## src/rtl/sbsf_defs.vh

```
// Constants for the serial bus status flag block
`ifndef SBSF_DEFS_VH
`define SBSF_DEFS_VH
// Register indexes; byte address is four times the index
`define SBSF_IDX_STATUS   16'hff79
`define SBSF_IDX_CONTROL  16'hff78
`define SBSF_IDX_SLAVE    16'hff7a
`define SBSF_ADDR_W       18
// Status bit positions
`define SBSF_BIT_MASTER   7
`define SBSF_BIT_ARB      6
`define SBSF_BIT_EXT      5
`define SBSF_BIT_MATCH    4
// Control bit positions
`define SBSF_BIT_ENABLE   7
`define SBSF_BIT_RELEASE  6
// Reset values
`define SBSF_RST_STATUS   8'h00
`define SBSF_RST_CONTROL  8'h00
`define SBSF_RST_SLAVE    8'h00
// Address byte bit count and extension-code upper nibble values
`define SBSF_ADDR_BITS    4'h8
`define SBSF_EXT_LOW      4'h0
`define SBSF_EXT_HIGH     4'hf
`endif

```

## src/rtl/sbsf_status_flags.v

```verilog
// Upper status flags of the two-wire serial bus interface
//
// Design decision made here: the Avalon-MM register port.
`timescale 1ns/1ps
`default_nettype none
`include "sbsf_defs.vh"

// Summary of operation
// - Eight-bit read-only status: four flags high, four outer flags low; high four reset zero.
// - Master-active reads one while acting as bus master, whether transmitting or receiving.
// - Master-active sets while this interface generates a start condition.
// - Stop detected clears master-active, extension-code and address-match.
// - Lost arbitration sets arbitration-lost and clears master-active together.
// - Arbitration-lost clears automatically after the status register is read.
// - A bit manipulation on another status bit also clears arbitration-lost.
// - Extension-code sets at 8th address clock when upper nibble is 0000/1111.
// - Address-match sets at 8th address clock when address equals own address.
// - Start detected clears extension-code and address-match.
// - Enable falling clears all four; release clears all but arbitration-lost.
module sbsf_status_flags (
  // Clock and reset
  input  wire        clk,
  input  wire        sys_rst,
  // Avalon-MM slave
  input  wire [`SBSF_ADDR_W-1:0] avs_address,
  input  wire        avs_read,
  input  wire        avs_write,
  input  wire [31:0] avs_writedata,
  output reg  [31:0] avs_readdata,
  output reg         avs_waitrequest,
  // Two-wire bus pins, sampled only
  input  wire        scl_in,
  input  wire        sda_in,
  // Bus-event strobes from shift and wait logic
  input  wire        start_gen_pulse,
  input  wire        arb_lost_pulse,
  input  wire        transmit_dir_flag,
  input  wire        ack_seen_flag,
  input  wire        start_seen_flag,
  input  wire        stop_seen_flag,
  // Flag and control outputs
  output reg         master_active_flag,
  output reg         arb_lost_flag,
  output reg         ext_code_flag,
  output reg         addr_match_flag,
  output reg         bus_if_enable_bit
);

  localparam [`SBSF_ADDR_W-1:0] ADR_STATUS  = {`SBSF_IDX_STATUS, 2'b00};
  localparam [`SBSF_ADDR_W-1:0] ADR_CONTROL = {`SBSF_IDX_CONTROL, 2'b00};
  localparam [`SBSF_ADDR_W-1:0] ADR_SLAVE   = {`SBSF_IDX_SLAVE, 2'b00};

  // Pin synchronisers
  wire       scl_s2_ff;
  wire       scl_old_ff;
  wire       sda_s2_ff;
  wire       sda_old_ff;
  localparam [7:0] RST_STATUS = `SBSF_RST_STATUS;
  // Address byte tracking
  reg  [3:0] bit_cnt_ff;
  reg        in_addr_ff;
  reg  [6:0] shift_ff;
  // Software state
  reg  [7:0] own_slave_addr_reg;
  reg        en_old_ff;

  wire scl_rise  = scl_s2_ff & ~scl_old_ff;
  wire start_det = scl_s2_ff & scl_old_ff & sda_old_ff & ~sda_s2_ff;
  wire stop_det  = scl_s2_ff & scl_old_ff & ~sda_old_ff & sda_s2_ff;
  wire eighth    = bus_if_enable_bit & in_addr_ff & scl_rise &
                   (bit_cnt_ff == `SBSF_ADDR_BITS - 4'h1);
  wire [7:0] rx_addr = {shift_ff, sda_s2_ff};

  wire [7:0] serial_bus_status_reg = {master_active_flag, arb_lost_flag,
                                      ext_code_flag, addr_match_flag,
                                      transmit_dir_flag, ack_seen_flag,
                                      start_seen_flag, stop_seen_flag};

  // Bus handshake: request seen, answered next cycle
  wire req      = avs_read | avs_write;
  wire done     = req & ~avs_waitrequest;
  wire rd_done  = avs_read & ~avs_waitrequest;
  wire wr_done  = avs_write & ~avs_waitrequest;
  wire wr_ctl   = wr_done & (avs_address == ADR_CONTROL);
  wire release_hit = wr_ctl & avs_writedata[`SBSF_BIT_RELEASE];
  wire enable_fall = en_old_ff & ~bus_if_enable_bit;
  // Read clears only what it actually returned
  wire rd_status = rd_done & (avs_address == ADR_STATUS) &
                   avs_readdata[`SBSF_BIT_ARB];
  wire bitop_status = wr_done & (avs_address == ADR_STATUS);

  reg [31:0] nxt_readdata;

  always @* begin
    nxt_readdata = 32'h0000_0000;
    if (avs_address == ADR_STATUS) begin
      nxt_readdata[7:0] = serial_bus_status_reg;
    end else if (avs_address == ADR_CONTROL) begin
      nxt_readdata[`SBSF_BIT_ENABLE] = bus_if_enable_bit;
    end else if (avs_address == ADR_SLAVE) begin
      nxt_readdata[7:0] = own_slave_addr_reg;
    end
  end

  always @(posedge clk) begin
    if (sys_rst) begin
      avs_waitrequest    <= 1'b1;
      avs_readdata       <= 32'h0000_0000;
      bus_if_enable_bit  <= 1'b0;
      en_old_ff          <= 1'b0;
      own_slave_addr_reg <= `SBSF_RST_SLAVE;
    end else begin
      en_old_ff <= bus_if_enable_bit;
      if (req & avs_waitrequest) begin
        avs_waitrequest <= 1'b0;
        // Snapshot before any clear
        avs_readdata    <= nxt_readdata;
      end else begin
        avs_waitrequest <= 1'b1;
      end
      if (wr_ctl)
        bus_if_enable_bit <= avs_writedata[`SBSF_BIT_ENABLE];
      if (wr_done & (avs_address == ADR_SLAVE))
        own_slave_addr_reg <= avs_writedata[7:0];
    end
  end

  // Two flops before any logic reads the pins
  sbsf_pin_sync #(
    .IDLE (1'b1)
  ) i_scl_sync (
    .clk      (clk),
    .sys_rst  (sys_rst),
    .pin_in   (scl_in),
    .level_ff (scl_s2_ff),
    .prev_ff  (scl_old_ff)
  );

  sbsf_pin_sync #(
    .IDLE (1'b1)
  ) i_sda_sync (
    .clk      (clk),
    .sys_rst  (sys_rst),
    .pin_in   (sda_in),
    .level_ff (sda_s2_ff),
    .prev_ff  (sda_old_ff)
  );

  // Only the byte right after a start is an address byte
  always @(posedge clk) begin
    if (sys_rst) begin
      bit_cnt_ff <= 4'h0;
      in_addr_ff <= 1'b0;
      shift_ff   <= 7'h00;
    end else if (start_det | stop_det | ~bus_if_enable_bit) begin
      bit_cnt_ff <= 4'h0;
      in_addr_ff <= start_det & bus_if_enable_bit;
      shift_ff   <= 7'h00;
    end else if (in_addr_ff & scl_rise) begin
      bit_cnt_ff <= bit_cnt_ff + 4'h1;
      shift_ff   <= rx_addr[6:0];
      if (eighth)
        in_addr_ff <= 1'b0;
    end
  end

  // Master-active: disable beats all, then a defeat, then a set wins over a clear
  always @(posedge clk) begin
    if (sys_rst) begin
      master_active_flag <= RST_STATUS[`SBSF_BIT_MASTER];
    end else if (enable_fall) begin
      master_active_flag <= 1'b0;
    end else if (arb_lost_pulse) begin
      master_active_flag <= 1'b0;
    end else if (start_gen_pulse & bus_if_enable_bit) begin
      master_active_flag <= 1'b1;
    end else if (stop_det | release_hit) begin
      master_active_flag <= 1'b0;
    end
  end

  // Arbitration-lost: release leaves it alone
  always @(posedge clk) begin
    if (sys_rst) begin
      arb_lost_flag <= RST_STATUS[`SBSF_BIT_ARB];
    end else if (enable_fall) begin
      arb_lost_flag <= 1'b0;
    end else if (arb_lost_pulse & bus_if_enable_bit) begin
      arb_lost_flag <= 1'b1;
    end else if (rd_status | bitop_status) begin
      arb_lost_flag <= 1'b0;
    end
  end

  // Extension-code
  always @(posedge clk) begin
    if (sys_rst) begin
      ext_code_flag <= RST_STATUS[`SBSF_BIT_EXT];
    end else if (enable_fall) begin
      ext_code_flag <= 1'b0;
    end else if (eighth & ((rx_addr[7:4] == `SBSF_EXT_LOW) |
                           (rx_addr[7:4] == `SBSF_EXT_HIGH))) begin
      ext_code_flag <= 1'b1;
    end else if (start_det | stop_det | release_hit) begin
      ext_code_flag <= 1'b0;
    end
  end

  // Address-match; direction bit is not part of the match
  always @(posedge clk) begin
    if (sys_rst) begin
      addr_match_flag <= RST_STATUS[`SBSF_BIT_MATCH];
    end else if (enable_fall) begin
      addr_match_flag <= 1'b0;
    end else if (eighth & (rx_addr[7:1] == own_slave_addr_reg[7:1])) begin
      addr_match_flag <= 1'b1;
    end else if (start_det | stop_det | release_hit) begin
      addr_match_flag <= 1'b0;
    end
  end

endmodule

// Two-flop synchroniser plus one history flop for edge finding
module sbsf_pin_sync #(
  // Idle level of the pin, so no false edge follows reset
  parameter [0:0] IDLE = 1'b1
) (
  // Clock and reset
  input  wire clk,
  input  wire sys_rst,
  // Pin and synchronised view
  input  wire pin_in,
  output reg  level_ff,
  output reg  prev_ff
);

  reg meta_ff;

  always @(posedge clk) begin
    if (sys_rst) begin
      meta_ff  <= IDLE;
      level_ff <= IDLE;
      prev_ff  <= IDLE;
    end else begin
      meta_ff  <= pin_in;
      level_ff <= meta_ff;
      prev_ff  <= level_ff;
    end
  end

endmodule
`default_nettype wire

```

## config.mk

```make
export PLATFORM = sky130hd
export DESIGN_NAME = sbsf_status_flags
export DESIGN_NICKNAME = d
export VERILOG_FILES = /design/src/rtl/sbsf_status_flags.v
export VERILOG_INCLUDE_DIRS = /design/src /design/src/rtl
export SDC_FILE = /design/constraint.sdc
export NUM_CORES = 1
export LEC_CHECK = 0
export BUFFER_PORTS_ARGS = -buffer_cell sky130_fd_sc_hd__buf_2
export CAP_MARGIN = 20
export CORE_ASPECT_RATIO = 1.25
export CORE_MARGIN = 10
export CORE_UTILIZATION = 50
export DETAILED_ROUTE_END_ITERATION = 10
export PLACE_DENSITY = 0.94
export SETUP_SLACK_MARGIN = 0.2
export SLEW_MARGIN = 10
export SYNTH_ARGS = -nofsm -noshare
export SYNTH_HDL_FRONTEND = slang
export SYNTH_HIERARCHICAL = 1
export SYNTH_SLANG_ARGS = --single-unit
```

## constraint.sdc

```tcl
create_clock -name clk -period 3.58 [get_ports clk]
set_input_delay 0.179 -clock clk [delete_from_list [all_inputs] [get_ports clk]]
set_output_delay 0.179 -clock clk [all_outputs]
set_load 0.01 [all_outputs]
```

# ---- After elaboration in Yosys (flattened, before gate mapping)
# Index checks and enable logic that the tools add are counted.
dict set report op_classes {
  n_eq_ne 6
  add_sub_neg 1
  multipliers 0
  shifts 0
  muxes 15
  order_cmp 0
  div 0
  bitwise_logic 37
  reduce_logical 11
}
# cell n
set op_table {}
lappend op_table {{18-bit equality test, second input constant} 3}
lappend op_table {{1-bit AND} 25}
lappend op_table {{8-bit 2-to-1 mux} 2}
lappend op_table {{1-bit 2-to-1 mux} 12}
lappend op_table {{2-bit nonzero test} 6}
lappend op_table {{7-bit equality test} 1}
lappend op_table {{7-bit 2-to-1 mux} 1}
lappend op_table {{1-bit bitwise OR} 7}
lappend op_table {{1-bit inverter} 5}
lappend op_table {{4-bit by 1-bit adder with 4-bit output, second input constant} 1}
lappend op_table {{4-bit by 3-bit equality test with 1-bit output, second input constant} 1}
lappend op_table {{4-bit equality test, second input constant} 1}
lappend op_table {{4-bit zero test} 1}
lappend op_table {{2-bit OR reduction} 2}
lappend op_table {{3-bit OR reduction} 1}
lappend op_table {{2-bit AND reduction} 1}
dict set report totals {
  inputBits 62
  output_inout_bits 38
  latchBits 0
  memories 0
  mem_bits_ro 0
  word_cells 88
  reg_bits 41
  mem_bits_rw 0
}

# ---- Longest topological paths before layout
# Gate-level depths: netlist of run 1.
dict set report depth {
  word_depth 7
  mapped_depth 5
  depth_no_buf 4
}

# ---- Cells and area by module
# Netlist of run 1, hierarchy kept.
# mod seq_area_each_um2 cells_per_inst n_inst area_per_inst_um2
set modules_own_cells {}
lappend modules_own_cells {sbsf_status_flags 700.7 228 1 1950.6}
lappend modules_own_cells {sbsf_pin_sync 60.1 6 2 78.8}

# ---- Worst setup path after synthesis of run 1
# OpenSTA, ideal clock, no wires.
dict set report synth_path {
  path_kind {input -> register}
  start {in avs_address[0]}
  end {reg addr_match_flag}
  t_required_ns 3.458
  arrival_ns 1.157
  path_buffers 1
  path_slack_ns 2.300
  setup_time_ns 0.122
  stages 5
  path_cell_list {nand4b_2 > or3_4 > buf_6 > o211ai_1 > o21ai_1}
}
dict set report synth_between {
  elab_chain_len 5
}
# element line_no
set synth_rtl {}
lappend synth_rtl {{start: declaration} sbsf_status_flags.v:25} ;# input wire [`SBSF_ADDR_W-1:0] avs_address,
lappend synth_rtl {{18-bit equality test} sbsf_status_flags.v:84} ;# wire wr_ctl = wr_done & (avs_address == ADR_CONTROL);
lappend synth_rtl {{1-bit AND} sbsf_status_flags.v:84}
lappend synth_rtl {{1-bit AND} sbsf_status_flags.v:85} ;# wire release_hit = wr_ctl & avs_writedata[`SBSF_BIT_RELEASE];
lappend synth_rtl {{1-bit bitwise OR} sbsf_status_flags.v:217} ;# end else if (start_det | stop_det | release_hit) begin
lappend synth_rtl {{2-bit nonzero test (no line)} n/a}
lappend synth_rtl {{end signal: assignment} sbsf_status_flags.v:212} ;# addr_match_flag <= RST_STATUS[`SBSF_BIT_MATCH];
lappend synth_rtl {{end: declaration} sbsf_status_flags.v:45} ;# output reg addr_match_flag,
# No other way between the ends.
# A chain may end at the register's enable or synchronous reset.

# ---- Worst setup path after layout of run 1
dict set report layout_path {
  start {reg i_scl_sync.level_ff}
  end {reg addr_match_flag}
}
dict set report layout_between {
  elab_chain_len 6
  word_cells_on_any_way 13
  cone_classes {mux: 1; bitwise: 11; reduce/logical: 1}
}
# element line_no
set layout_rtl {}
lappend layout_rtl {{start: declaration} sbsf_status_flags.v:234} ;# output reg level_ff,
lappend layout_rtl {{start signal: assignment} sbsf_status_flags.v:247} ;# level_ff <= meta_ff;
lappend layout_rtl {{1-bit AND} {sbsf_status_flags.v:68, sbsf_status_flags.v:69}}
lappend layout_rtl {{1-bit AND (on tied branches) (2 in series)} {sbsf_status_flags.v:68, sbsf_status_flags.v:69}}
lappend layout_rtl {{1-bit bitwise OR (2 in series)} sbsf_status_flags.v:217}
lappend layout_rtl {{2-bit nonzero test (no line)} n/a}
# Several ways; a longest one is shown, not always the timed one.

==> impl_metrics.py, run 1 <==
metrics = {
    "clocking": {
        "post_cts_buffers": 0,
        "clockBufferDepth": 2,
        "numCtsBuffers": 5,
        "cts_tree": "yes",
        "htree_levels": 2,
        "clkLatencyLatePin_ns": 0.30,
        "clkSinkCount": 41,
        "cts.repair.resized": 0,
        "cts-hold-fix-buffers": 0,
        "root_buffer": "clkbuf_8",
        "clkSlewWorstSetupHoldPaths_ns": 0.07,
    },
    "logic_synthesis": {
        "yosys.area_share.adder_pct": 0.593,
        "yosysWarningCount": 6,
        "synth_cell_types": 49,
        "synth_edf_count": 0,
        "async_flop_share_pct": 0,
        "seq_area_frac_synth_pct": 38.9,
        "yosys-top-cells-count": "41 x dfxtp_1, 25 x buf_4, 22 x nand2_1",
        "netlist.area_leader.share_pct": 38.9,
        "synth-compound-area-share_pct": 17.1,
        "synthMuxAreaShare_pct": 0.475,
        "synth_area_per_cell_um2": 8.78,
        "netlist_area_um2": 2110,
        "ys_ff_latch": 41,
        "ys.flop_type": "dfxtp_1",
        "synth_top_area_cell": "dfxtp_1",
        "yosysMostFrequentCell": "dfxtp_1",
        "synth_area_leaders": "dfxtp_1 39%, buf_4 8.9%, a21oi_1 5.0%, nand3_1 4.5%, nand2_1 3.9%",
        "synthXorXnorAreaFrac_pct": 4.57,
        "synthCells": 240,
        "synth_top_family_by_area": "simple AND/OR/NAND/NOR gates",
        "yosys.area_share.simple_pct": 25.5,
    },
    "route": {
        "vias": 1808,
        "routed_via_density": 5.27,
        "wl_um": 5050,
        "ant_nets": 0,
        "drt_iter0_drc": 128,
        "drt_first_pass_iters": 4,
        "avgRoutedWirePerCell_um": 14.7,
        "route.detailed.drc": 0,
    },
    "critical_path": {
        "crit_chain": "and3b_1, nand4_1, or2_2, o21ai_1",
        "max_stage_delay_ns": 0.44,
        "critPathMaxFanout": 12,
        "criticalPathCategory": "reg2reg",
        "crit_required_ns": 3.82,
        "cp.arrival_ns": 1.80,
        "critPathLaunchType": "flop",
        "crit_path_end_kind": "flop",
        "cp_slowest_cell": "and3b_1",
    },
    "run": {
        "max_cap_violations": 0,
    },
    "floorplan": {
        "rows": 26,
        "ioPinCount": 100,
        "die_area_um2": 7230,
        "die-height_um": 92.6,
        "core_um2": 4100,
        "initial_utilization_pct": 51.4,
        "die_w_um": 78.1,
    },
    "placed_design": {
        "place.port_buffers": 51,
        "dp_cells": 335,
        "dp_hpwl_um": 4020,
        "gp_congestion": 0.857,
    },
    "grt": {
        "grt_max_degree": 29,
        "antenna_found_initial": 0,
        "grt_pass1_wl_um": 8440,
        "grt_use_total_pct": 13.9,
        "grt-ovfl-total": 0,
        "grt_pass1_vias": 1850,
    },
    "finish": {
        "stdcell_count": 343,
        "area_delta_synth_final_pct": 11.7,
        "final_util_pct": 57.4,
        "nNetsFinal": 349,
        "n_antenna_cell": 0,
        "drive_gt1_share_pct": 24.0,
    },
    "power": {
        "leakagePower_nw": 1.01,
        "ir_drop_uv": 180,
        "pwr_density_cell_nw_per_um2": 364,
    },
    "timing": {
        "finalSetupViolCount": 0,
        "rsz0062_at_grt": "no",
        "hold_violations": 0,
        "tns_ns": 0,
        "slew_headroom_pct": 57.4,
        "clock.fmax_ghz": 0.639,
        "fin_crit_ns": 1.56,
        "worst_pin_slew_ns": 0.631,
        "fin_worst_skew_ns": 0.00620,
        "finalCritPeriodShare_pct": 43.7,
        "drv_slew": 0,
    },
    "worst_hold_path": {
        "hold_path_class": "in2reg",
    },
    "status": {
        "status": "finished clean",
    },
}
-- kinds of logic after synthesis --
logic type	Yosys count
simple gates	87
compound gates	59
flops	41
buf+inv	39
xor+xnor	11
fa+ha+maj	1
other cells	1
mux	1
-- metrics by stage --
| stage | power, mW | setup WS, ns | hold WS [ns] | cell area, um^2 |
|---|---|---|---|---|
| after global routing | 0.892 | 1.85 | 0.0463 | 2350 |
| after global placement | 0.564 | 2.06 | 0.356 | 2270 |
| after CTS | 0.861 | 2.01 | 0.0442 | 2350 |
| after detailed placement | 0.567 | 1.98 | 0.359 | 2270 |
| final | 0.856 | 2.02 | 0.0553 | 2350 |
| after floorplan | 0.548 | 2.30 | 0.269 | 2190 |
-- placed cells by master (no fill, tap or decap), types with 2 or more instances in the layout --
master    count
a211oi_1      7
a21oi_1      21
a31oi_1       7
and2_1        2
buf_2        51
clkbuf_8      5
clkinv_2      2
conb_1       24
dfxtp_1      41
inv_1         4
nand2_1      22
nand3_1      19
nand3b_1      2
nand4_1       3
nand4b_4      3
nor2_1       13
nor2b_1       4
nor4_1        2
o211ai_1      2
o21ai_0       9
o21ai_1       3
or2_1         6
xnor2_1       4
xor2_1        7
-- worst paths after layout --
| check | from | endpoint | slack [ns] | cells after the start |
|---|---|---|---|---|
| min reg2reg | i_sda_sync/meta_ff$_SDFF_PP1_ | i_sda_sync/level_ff$_SDFF_PP1_ | 0.42 | 1 |
| max | i_scl_sync/level_ff$_SDFF_PP1_ | addr_match_flag$_SDFFE_PP0P_ | 2.02 | 4 |
| max reg2reg | i_scl_sync/level_ff$_SDFF_PP1_ | addr_match_flag$_SDFFE_PP0P_ | 2.02 | 4 |
| min | scl_in | i_scl_sync/meta_ff$_SDFF_PP1_ | 0.06 | 2 |
-- cell type report --
type	instances	area (um^2)
flip-flops and latches	41	821
clock buffers	5	68.8
multi-input cells	183	1110
repair buffers	51	255
fillers	365	1740
well taps	56	70.1
clock inverters	3	17.5
inverters	4	15.0
-- power by group --
group | switching, mW | internal (mW)
combinational | 0.0524 | 0.0348
sequential | 0.00600 | 0.465
clock | 0.164 | 0.134
-- routing by layer --
layer	track usage, %	part of all wire [%]	vias to the layer above
met5	0	0	-
met4	4.79	1.1	0
met3	6.58	9.7	6
met2	26.3	55	68
met1	12.6	35	843
li1	-	-	891
-- worst max-delay path: cells and delay by family, from the launching register on --
family | cells | cell delay (ns)
DFF | 1 | 0.38
AOI/OAI and AO/OA | 1 | 0.12
and+or+nand+nor | 3 | 1.00
(Power assumes the default switching activity.)
==> inputs of run 2 (changes only) <==
- CORE_UTILIZATION: 50 -> 42
- PLACE_DENSITY: 0.94 -> 0.85
- clock period: 3.58 -> 1.4 ns (I/O delays scaled with it)
==> run 2 against run 1 <==
  * Final area rose by 6.8%
  * Core utilization fell by 5.0 points
  * Register-to-register slack got worse by 1.8 ns
  * Power rose to 2.6 times the previous value
  * Maximum frequency rose by 27%
  * Count of clock-buffer cells in the layout did not move
  * Non-clock buffer count rose by 8
  * Via count rose by 3.2%
  * Clock skew rose by 0.0013 ns
  * Sequential share of layout area fell by 1.9 points
  * Wire length rose by 0.99%
  * Flip-flop and latch count did not move
  * Largest cell class unchanged
  * Highest routed layer unchanged
==> impl_metrics.py, run 2 (same netlist as run 1, synthesis figures left out) <==
metrics = {
    "timing": {
        "drv_slew": 0,
        "fin_crit_ns": 1.23,
        "rsz0062_at_grt": "yes",
        "hold_violations": 0,
        "tns_ns": 0,
        "finalSetupViolCount": 0,
        "finalCritPeriodShare_pct": 87.9,
        "fin_worst_skew_ns": 0.00749,
        "worst_slack_ns": 0.170,
        "clock.fmax_ghz": 0.813,
    },
    "critical_path": {
        "cp_slowest_cell": "dfxtp_2",
        "crit_chain": "and2_1, a311oi_2, o21ai_1, a21oi_1",
        "critPathMaxFanout": 5,
        "crit_required_ns": 1.63,
        "criticalPathCategory": "reg2reg",
        "critPathTopFamily": "compound AO/OA/AOI/OAI gates",
        "path_buf_inv": 0,
        "cp.arrival_ns": 1.46,
        "crit_path_end_kind": "flop",
        "critPathLaunchType": "flop",
        "max_stage_delay_ns": 0.34,
    },
    "placed_design": {
        "dp_cells": 345,
        "dp_hpwl_um": 3980,
        "pre_cts_slack_ns": 0.110,
        "place.port_buffers": 51,
        "gp_congestion": 0.839,
    },
    "route": {
        "ant_nets": 0,
        "vias": 1866,
        "route.detailed.drc": 0,
        "routed_via_density": 5.26,
        "drt_first_pass_iters": 4,
        "wl_um": 5100,
        "avgRoutedWirePerCell_um": 14.4,
        "drt_iter0_drc": 92,
    },
    "clocking": {
        "clockBufferDepth": 2,
        "clkLatencyLatePin_ns": 0.29,
        "numCtsBuffers": 5,
        "root_buffer": "clkbuf_8",
        "post_cts_buffers": 0,
        "clkSinkCount": 41,
        "htree_levels": 2,
        "cts_tree": "yes",
        "clkSlewWorstSetupHoldPaths_ns": 0.08,
    },
    "grt": {
        "grt-ovfl-total": 0,
        "antenna_found_initial": 0,
        "grt_pass1_wl_um": 8320,
        "grt_pass1_vias": 1918,
        "grt_use_total_pct": 11.8,
        "grt_max_degree": 19,
    },
    "finish": {
        "nNetsFinal": 357,
        "final_util_pct": 52.4,
        "n_antenna_cell": 0,
        "area_delta_synth_final_pct": 19.3,
        "final_cell_mix": "51 x buf_2, 35 x dfxtp_1, 24 x conb_1, 21 x a21oi_1, 21 x nand2_1",
        "final_common_cell": "buf_2",
        "drive_gt1_share_pct": 31.9,
        "stdcell_count": 355,
    },
    "floorplan": {
        "initial_utilization_pct": 43.9,
        "ioPinCount": 100,
        "die_w_um": 83.4,
        "rows": 28,
        "die-height_um": 99.2,
        "core_um2": 4800,
        "die_area_um2": 8270,
    },
    "power": {
        "pwr_density_cell_nw_per_um2": 876,
        "ir_drop_uv": 346,
        "leakagePower_nw": 1.06,
        "power_mw": 2.20,
    },
    "worst_hold_path": {
        "hold_path_class": "in2reg",
    },
    "status": {
        "status": "finished clean",
    },
    "run": {
        "max_cap_violations": 0,
    },
}
-- run 2: power breakdown --
group	total (mW)	switching [mW]	leakage, nW	internal [mW]
Clock	0.754	0.410	0.0439	0.344
Sequential	1.21	0.0172	0.333	1.19
Combinational	0.243	0.142	0.688	0.101
-- run 2: what timing repair did --
| item | in CTS | in global routing |
|---|---|---|
| pin swaps | 0 | 4 |
| resized for setup | 11 | 15 |
| hold buffers | 2 | 0 |
| setup endpoints to repair | 17 | 28 |
| cloned | 0 | 0 |
| endpoints found under the hold margin | 2 | 0 |
-- run 2: area by class of cell --
class | instances | area [um^2]
fillers | 444 | 2280
inverters | 4 | 15.0
clock buffers | 5 | 68.8
repair buffers | 59 | 337
flip-flops and latches | 41 | 828
multi-input cells | 183 | 1170
well taps | 60 | 75.1
clock inverters | 3 | 17.5
-- run 2: path summary, 6_finish.rpt --
check,cells past startpoint,to,start,slack (ns)
worst max-delay path,4,master_active_flag$_SDFFE_PP0P_,i_scl_sync/level_ff$_SDFF_PP1_,0.17
worst min-delay path,3,own_slave_addr_reg[0]$_SDFFE_PP0P_,avs_writedata[0],0.02
worst max register to register,4,master_active_flag$_SDFFE_PP0P_,i_scl_sync/level_ff$_SDFF_PP1_,0.17
worst min register to register,1,i_sda_sync/level_ff$_SDFF_PP1_,i_sda_sync/meta_ff$_SDFF_PP1_,0.41
-- run 2: per-stage QoR --
stage | hold slack, ns | area, um^2
5_1_grt | 0.0209 | 2510
2_1_floorplan | 0.160 | 2200
3_3_place_gp | 0.251 | 2340
6_report | 0.0211 | 2510
4_1_cts | 0.0195 | 2480
3_5_place_dp | 0.255 | 2340
-- run 2: layer usage --
| metal | wire length [um] | track usage, % | up-vias |
|---|---|---|---|
| li1 | - | - | 910 |
| met1 | 1840 | 10.3 | 884 |
| met5 | 0 | 0 | - |
| met4 | 114 | 4.86 | 0 |
| met3 | 394 | 5.06 | 11 |
| met2 | 2750 | 22.7 | 61 |
-- run 2: worst min-delay path, cell delays in order --
cell	delay, ns
buf_2	0.09
nand3_1	0.05
a21oi_1	0.06
==> inputs of run 3 (changes only) <==
- CORE_UTILIZATION: 42 -> 46
- PLACE_DENSITY: 0.85 -> 0.88
- clock period: 1.4 -> 1.3 ns (I/O delays scaled with it)
==> run 3 against run 2 <==
  * The flow now finishes with violations (hold timing, setup timing)
  * First-iteration DRC count up 120%
  * Count of clock-buffer cells in the layout up 1
  * Maximum frequency down 9.3%
  * Worst hold slack worse by 0.024 ns
  * Flip-flop and latch count unchanged
  * Critical path depth unchanged
  * Die area down 6.8%
  * Wire length up 22%
  * Non-clock buffer count up 9
  * Via count up 8.9%
==> impl_metrics.py, run 3 (same netlist as run 1, synthesis figures left out) <==
metrics = {
    "route": {
        "wl_um": 6220,
        "routed_via_density": 5.61,
        "drt_first_pass_iters": 4,
        "route.detailed.drc": 0,
        "ant_nets": 0,
        "vias": 2032,
        "avgRoutedWirePerCell_um": 17.2,
        "drt_iter0_drc": 198,
    },
    "critical_path": {
        "crit_path_end_kind": "flop",
        "criticalPathCategory": "reg2reg",
        "crit_required_ns": 1.53,
        "cp.arrival_ns": 1.59,
        "critPathLaunchType": "flop",
        "critPathMaxFanout": 3,
    },
    "timing": {
        "fin_crit_ns": 1.36,
        "finalSetupViolCount": 1,
        "worst_slack_ns": -0.0560,
        "fin_hold_ws_ns": -0.00246,
        "hold_violations": 1,
        "drv_slew": 0,
        "rsz0062_at_grt": "yes",
        "clock.fmax_ghz": 0.737,
        "fin_worst_skew_ns": 0.0111,
        "finalCritPeriodShare_pct": 104,
    },
    "power": {
        "power_mw": 2.68,
        "pwr_density_cell_nw_per_um2": 959,
        "ir_drop_uv": 466,
        "leakagePower_nw": 1.17,
    },
    "finish": {
        "multi_input_area_um2": 1330,
        "seq_area_um2": 838,
        "final_cell_mix": "51 x buf_2, 33 x dfxtp_1, 24 x conb_1, 20 x nand2_1, 15 x nand3_1",
        "area_delta_synth_final_pct": 32.3,
        "n_antenna_cell": 0,
        "nNetsFinal": 366,
        "stdcell_area_um2": 2790,
        "final_util_pct": 63.0,
        "final_common_cell": "buf_2",
        "drive_gt1_share_pct": 41.8,
        "fillCellCount": 344,
    },
    "grt": {
        "grt_pass1_vias": 1890,
        "grt_pass1_wl_um": 8180,
        "grt_max_degree": 19,
        "antenna_found_initial": 0,
        "grt-ovfl-total": 0,
        "grt_use_total_pct": 12.9,
    },
    "clocking": {
        "clkLatencyLatePin_ns": 0.30,
        "htree_levels": 2,
        "clkSinkCount": 41,
        "numCtsBuffers": 5,
        "clkSlewWorstSetupHoldPaths_ns": 0.08,
        "root_buffer": "clkbuf_8",
        "clockBufferDepth": 2,
        "cts_tree": "yes",
    },
    "placed_design": {
        "placed_cell_area_um2": 2350,
        "gp_congestion": 0.787,
        "dp_hpwl_um": 3900,
        "pre_cts_slack_ns": 0.0150,
        "place.port_buffers": 51,
    },
    "status": {
        "status": "finished with violations",
        "violations": "hold timing, setup timing",
    },
    "run": {
        "max_cap_violations": 0,
    },
    "floorplan": {
        "initial_utilization_pct": 47.6,
        "ioPinCount": 100,
        "die_area_um2": 7710,
        "core_um2": 4430,
        "rows": 27,
        "die-height_um": 95.7,
        "die_w_um": 80.6,
    },
    "worst_hold_path": {
        "hold_path_class": "in2reg",
    },
}
## run 3: cell types whose count changed in the layout (fill, tap and decap cells not counted), moves of 2 or more
cell | before | now
clkinv_2 | 2 | 0
buf_6 | 1 | 3
nand3_1 | 17 | 15
a21oi_1 | 21 | 14
dfxtp_4 | 0 | 3
a21oi_2 | 0 | 7
o21ai_2 | 1 | 4
o21ai_0 | 5 | 2
and2_1 | 2 | 0
and2_2 | 0 | 2
nand2_4 | 0 | 2
dfxtp_1 | 35 | 33
buf_4 | 4 | 11
## run 3: per-stage QoR
step	TNS [ns]	std cells
after global routing	-0.0869	362
after global placement	0	343
after floorplan	0	263
after detailed placement	0	343
after CTS	0	355
final	-0.0560	362
## run 3: layer usage
metal / vias to the layer above / routed length [um] / GRT usage, %
li1: 930 / - / -
met4: 0 / 295 / 6.62
met5: - / 0 / 0
met2: 103 / 3430 / 24.7
met1: 969 / 1990 / 11.8
met3: 30 / 514 / 3.92
## run 3: layout make-up
type                            instances  share of cell area (%)
Clock buffer                            6                    2.96
Multi-Input combinational cell        183                    47.6
Sequential cell                        41                    30.0
Timing Repair Buffer                   68                    14.8
Clock inverter                          2                    1.35
Tap cell                               58                    2.60
Inverter                                4                   0.673
## run 3: report_power, final
part / internal (mW) / leakage (nW) / switching, mW
Clock: 0.624 / 0.0574 / 0.457
Sequential: 1.28 / 0.334 / 0.0211
Combinational: 0.125 / 0.776 / 0.172
## run 3: timing repair
| item | in CTS | in global routing |
|---|---|---|
| setup endpoints to repair | 24 | 32 |
| hold buffers | 2 | 0 |
| buffers inserted | 2 | 7 |
| pin swaps | 4 | 23 |
| endpoints found under the hold margin | 2 | 0 |
| gates resized for setup | 17 | 47 |
## run 3: path summary, 6_finish.rpt
| path | start | end | slack (ns) | cells after the start |
|---|---|---|---|---|
| setup / recovery | shift_ff[0]$_SDFFE_PP0P_ | addr_match_flag$_SDFFE_PP0P_ | -0.06 | 4 |
| hold / removal | avs_writedata[2] | own_slave_addr_reg[2]$_SDFFE_PP0P_ | -0.002 | 3 |
| setup reg to reg | shift_ff[0]$_SDFFE_PP0P_ | addr_match_flag$_SDFFE_PP0P_ | -0.06 | 4 |
| hold reg to reg | i_scl_sync/meta_ff$_SDFF_PP1_ | i_scl_sync/level_ff$_SDFF_PP1_ | 0.41 | 1 |
## run 3: worst max-delay path, cell delays in order, from the launching register on
cell	delay [ns]
dfxtp_1	0.37
xor2_1	0.19
nor4_1	0.37
nand4_1	0.17
o21ai_2	0.19
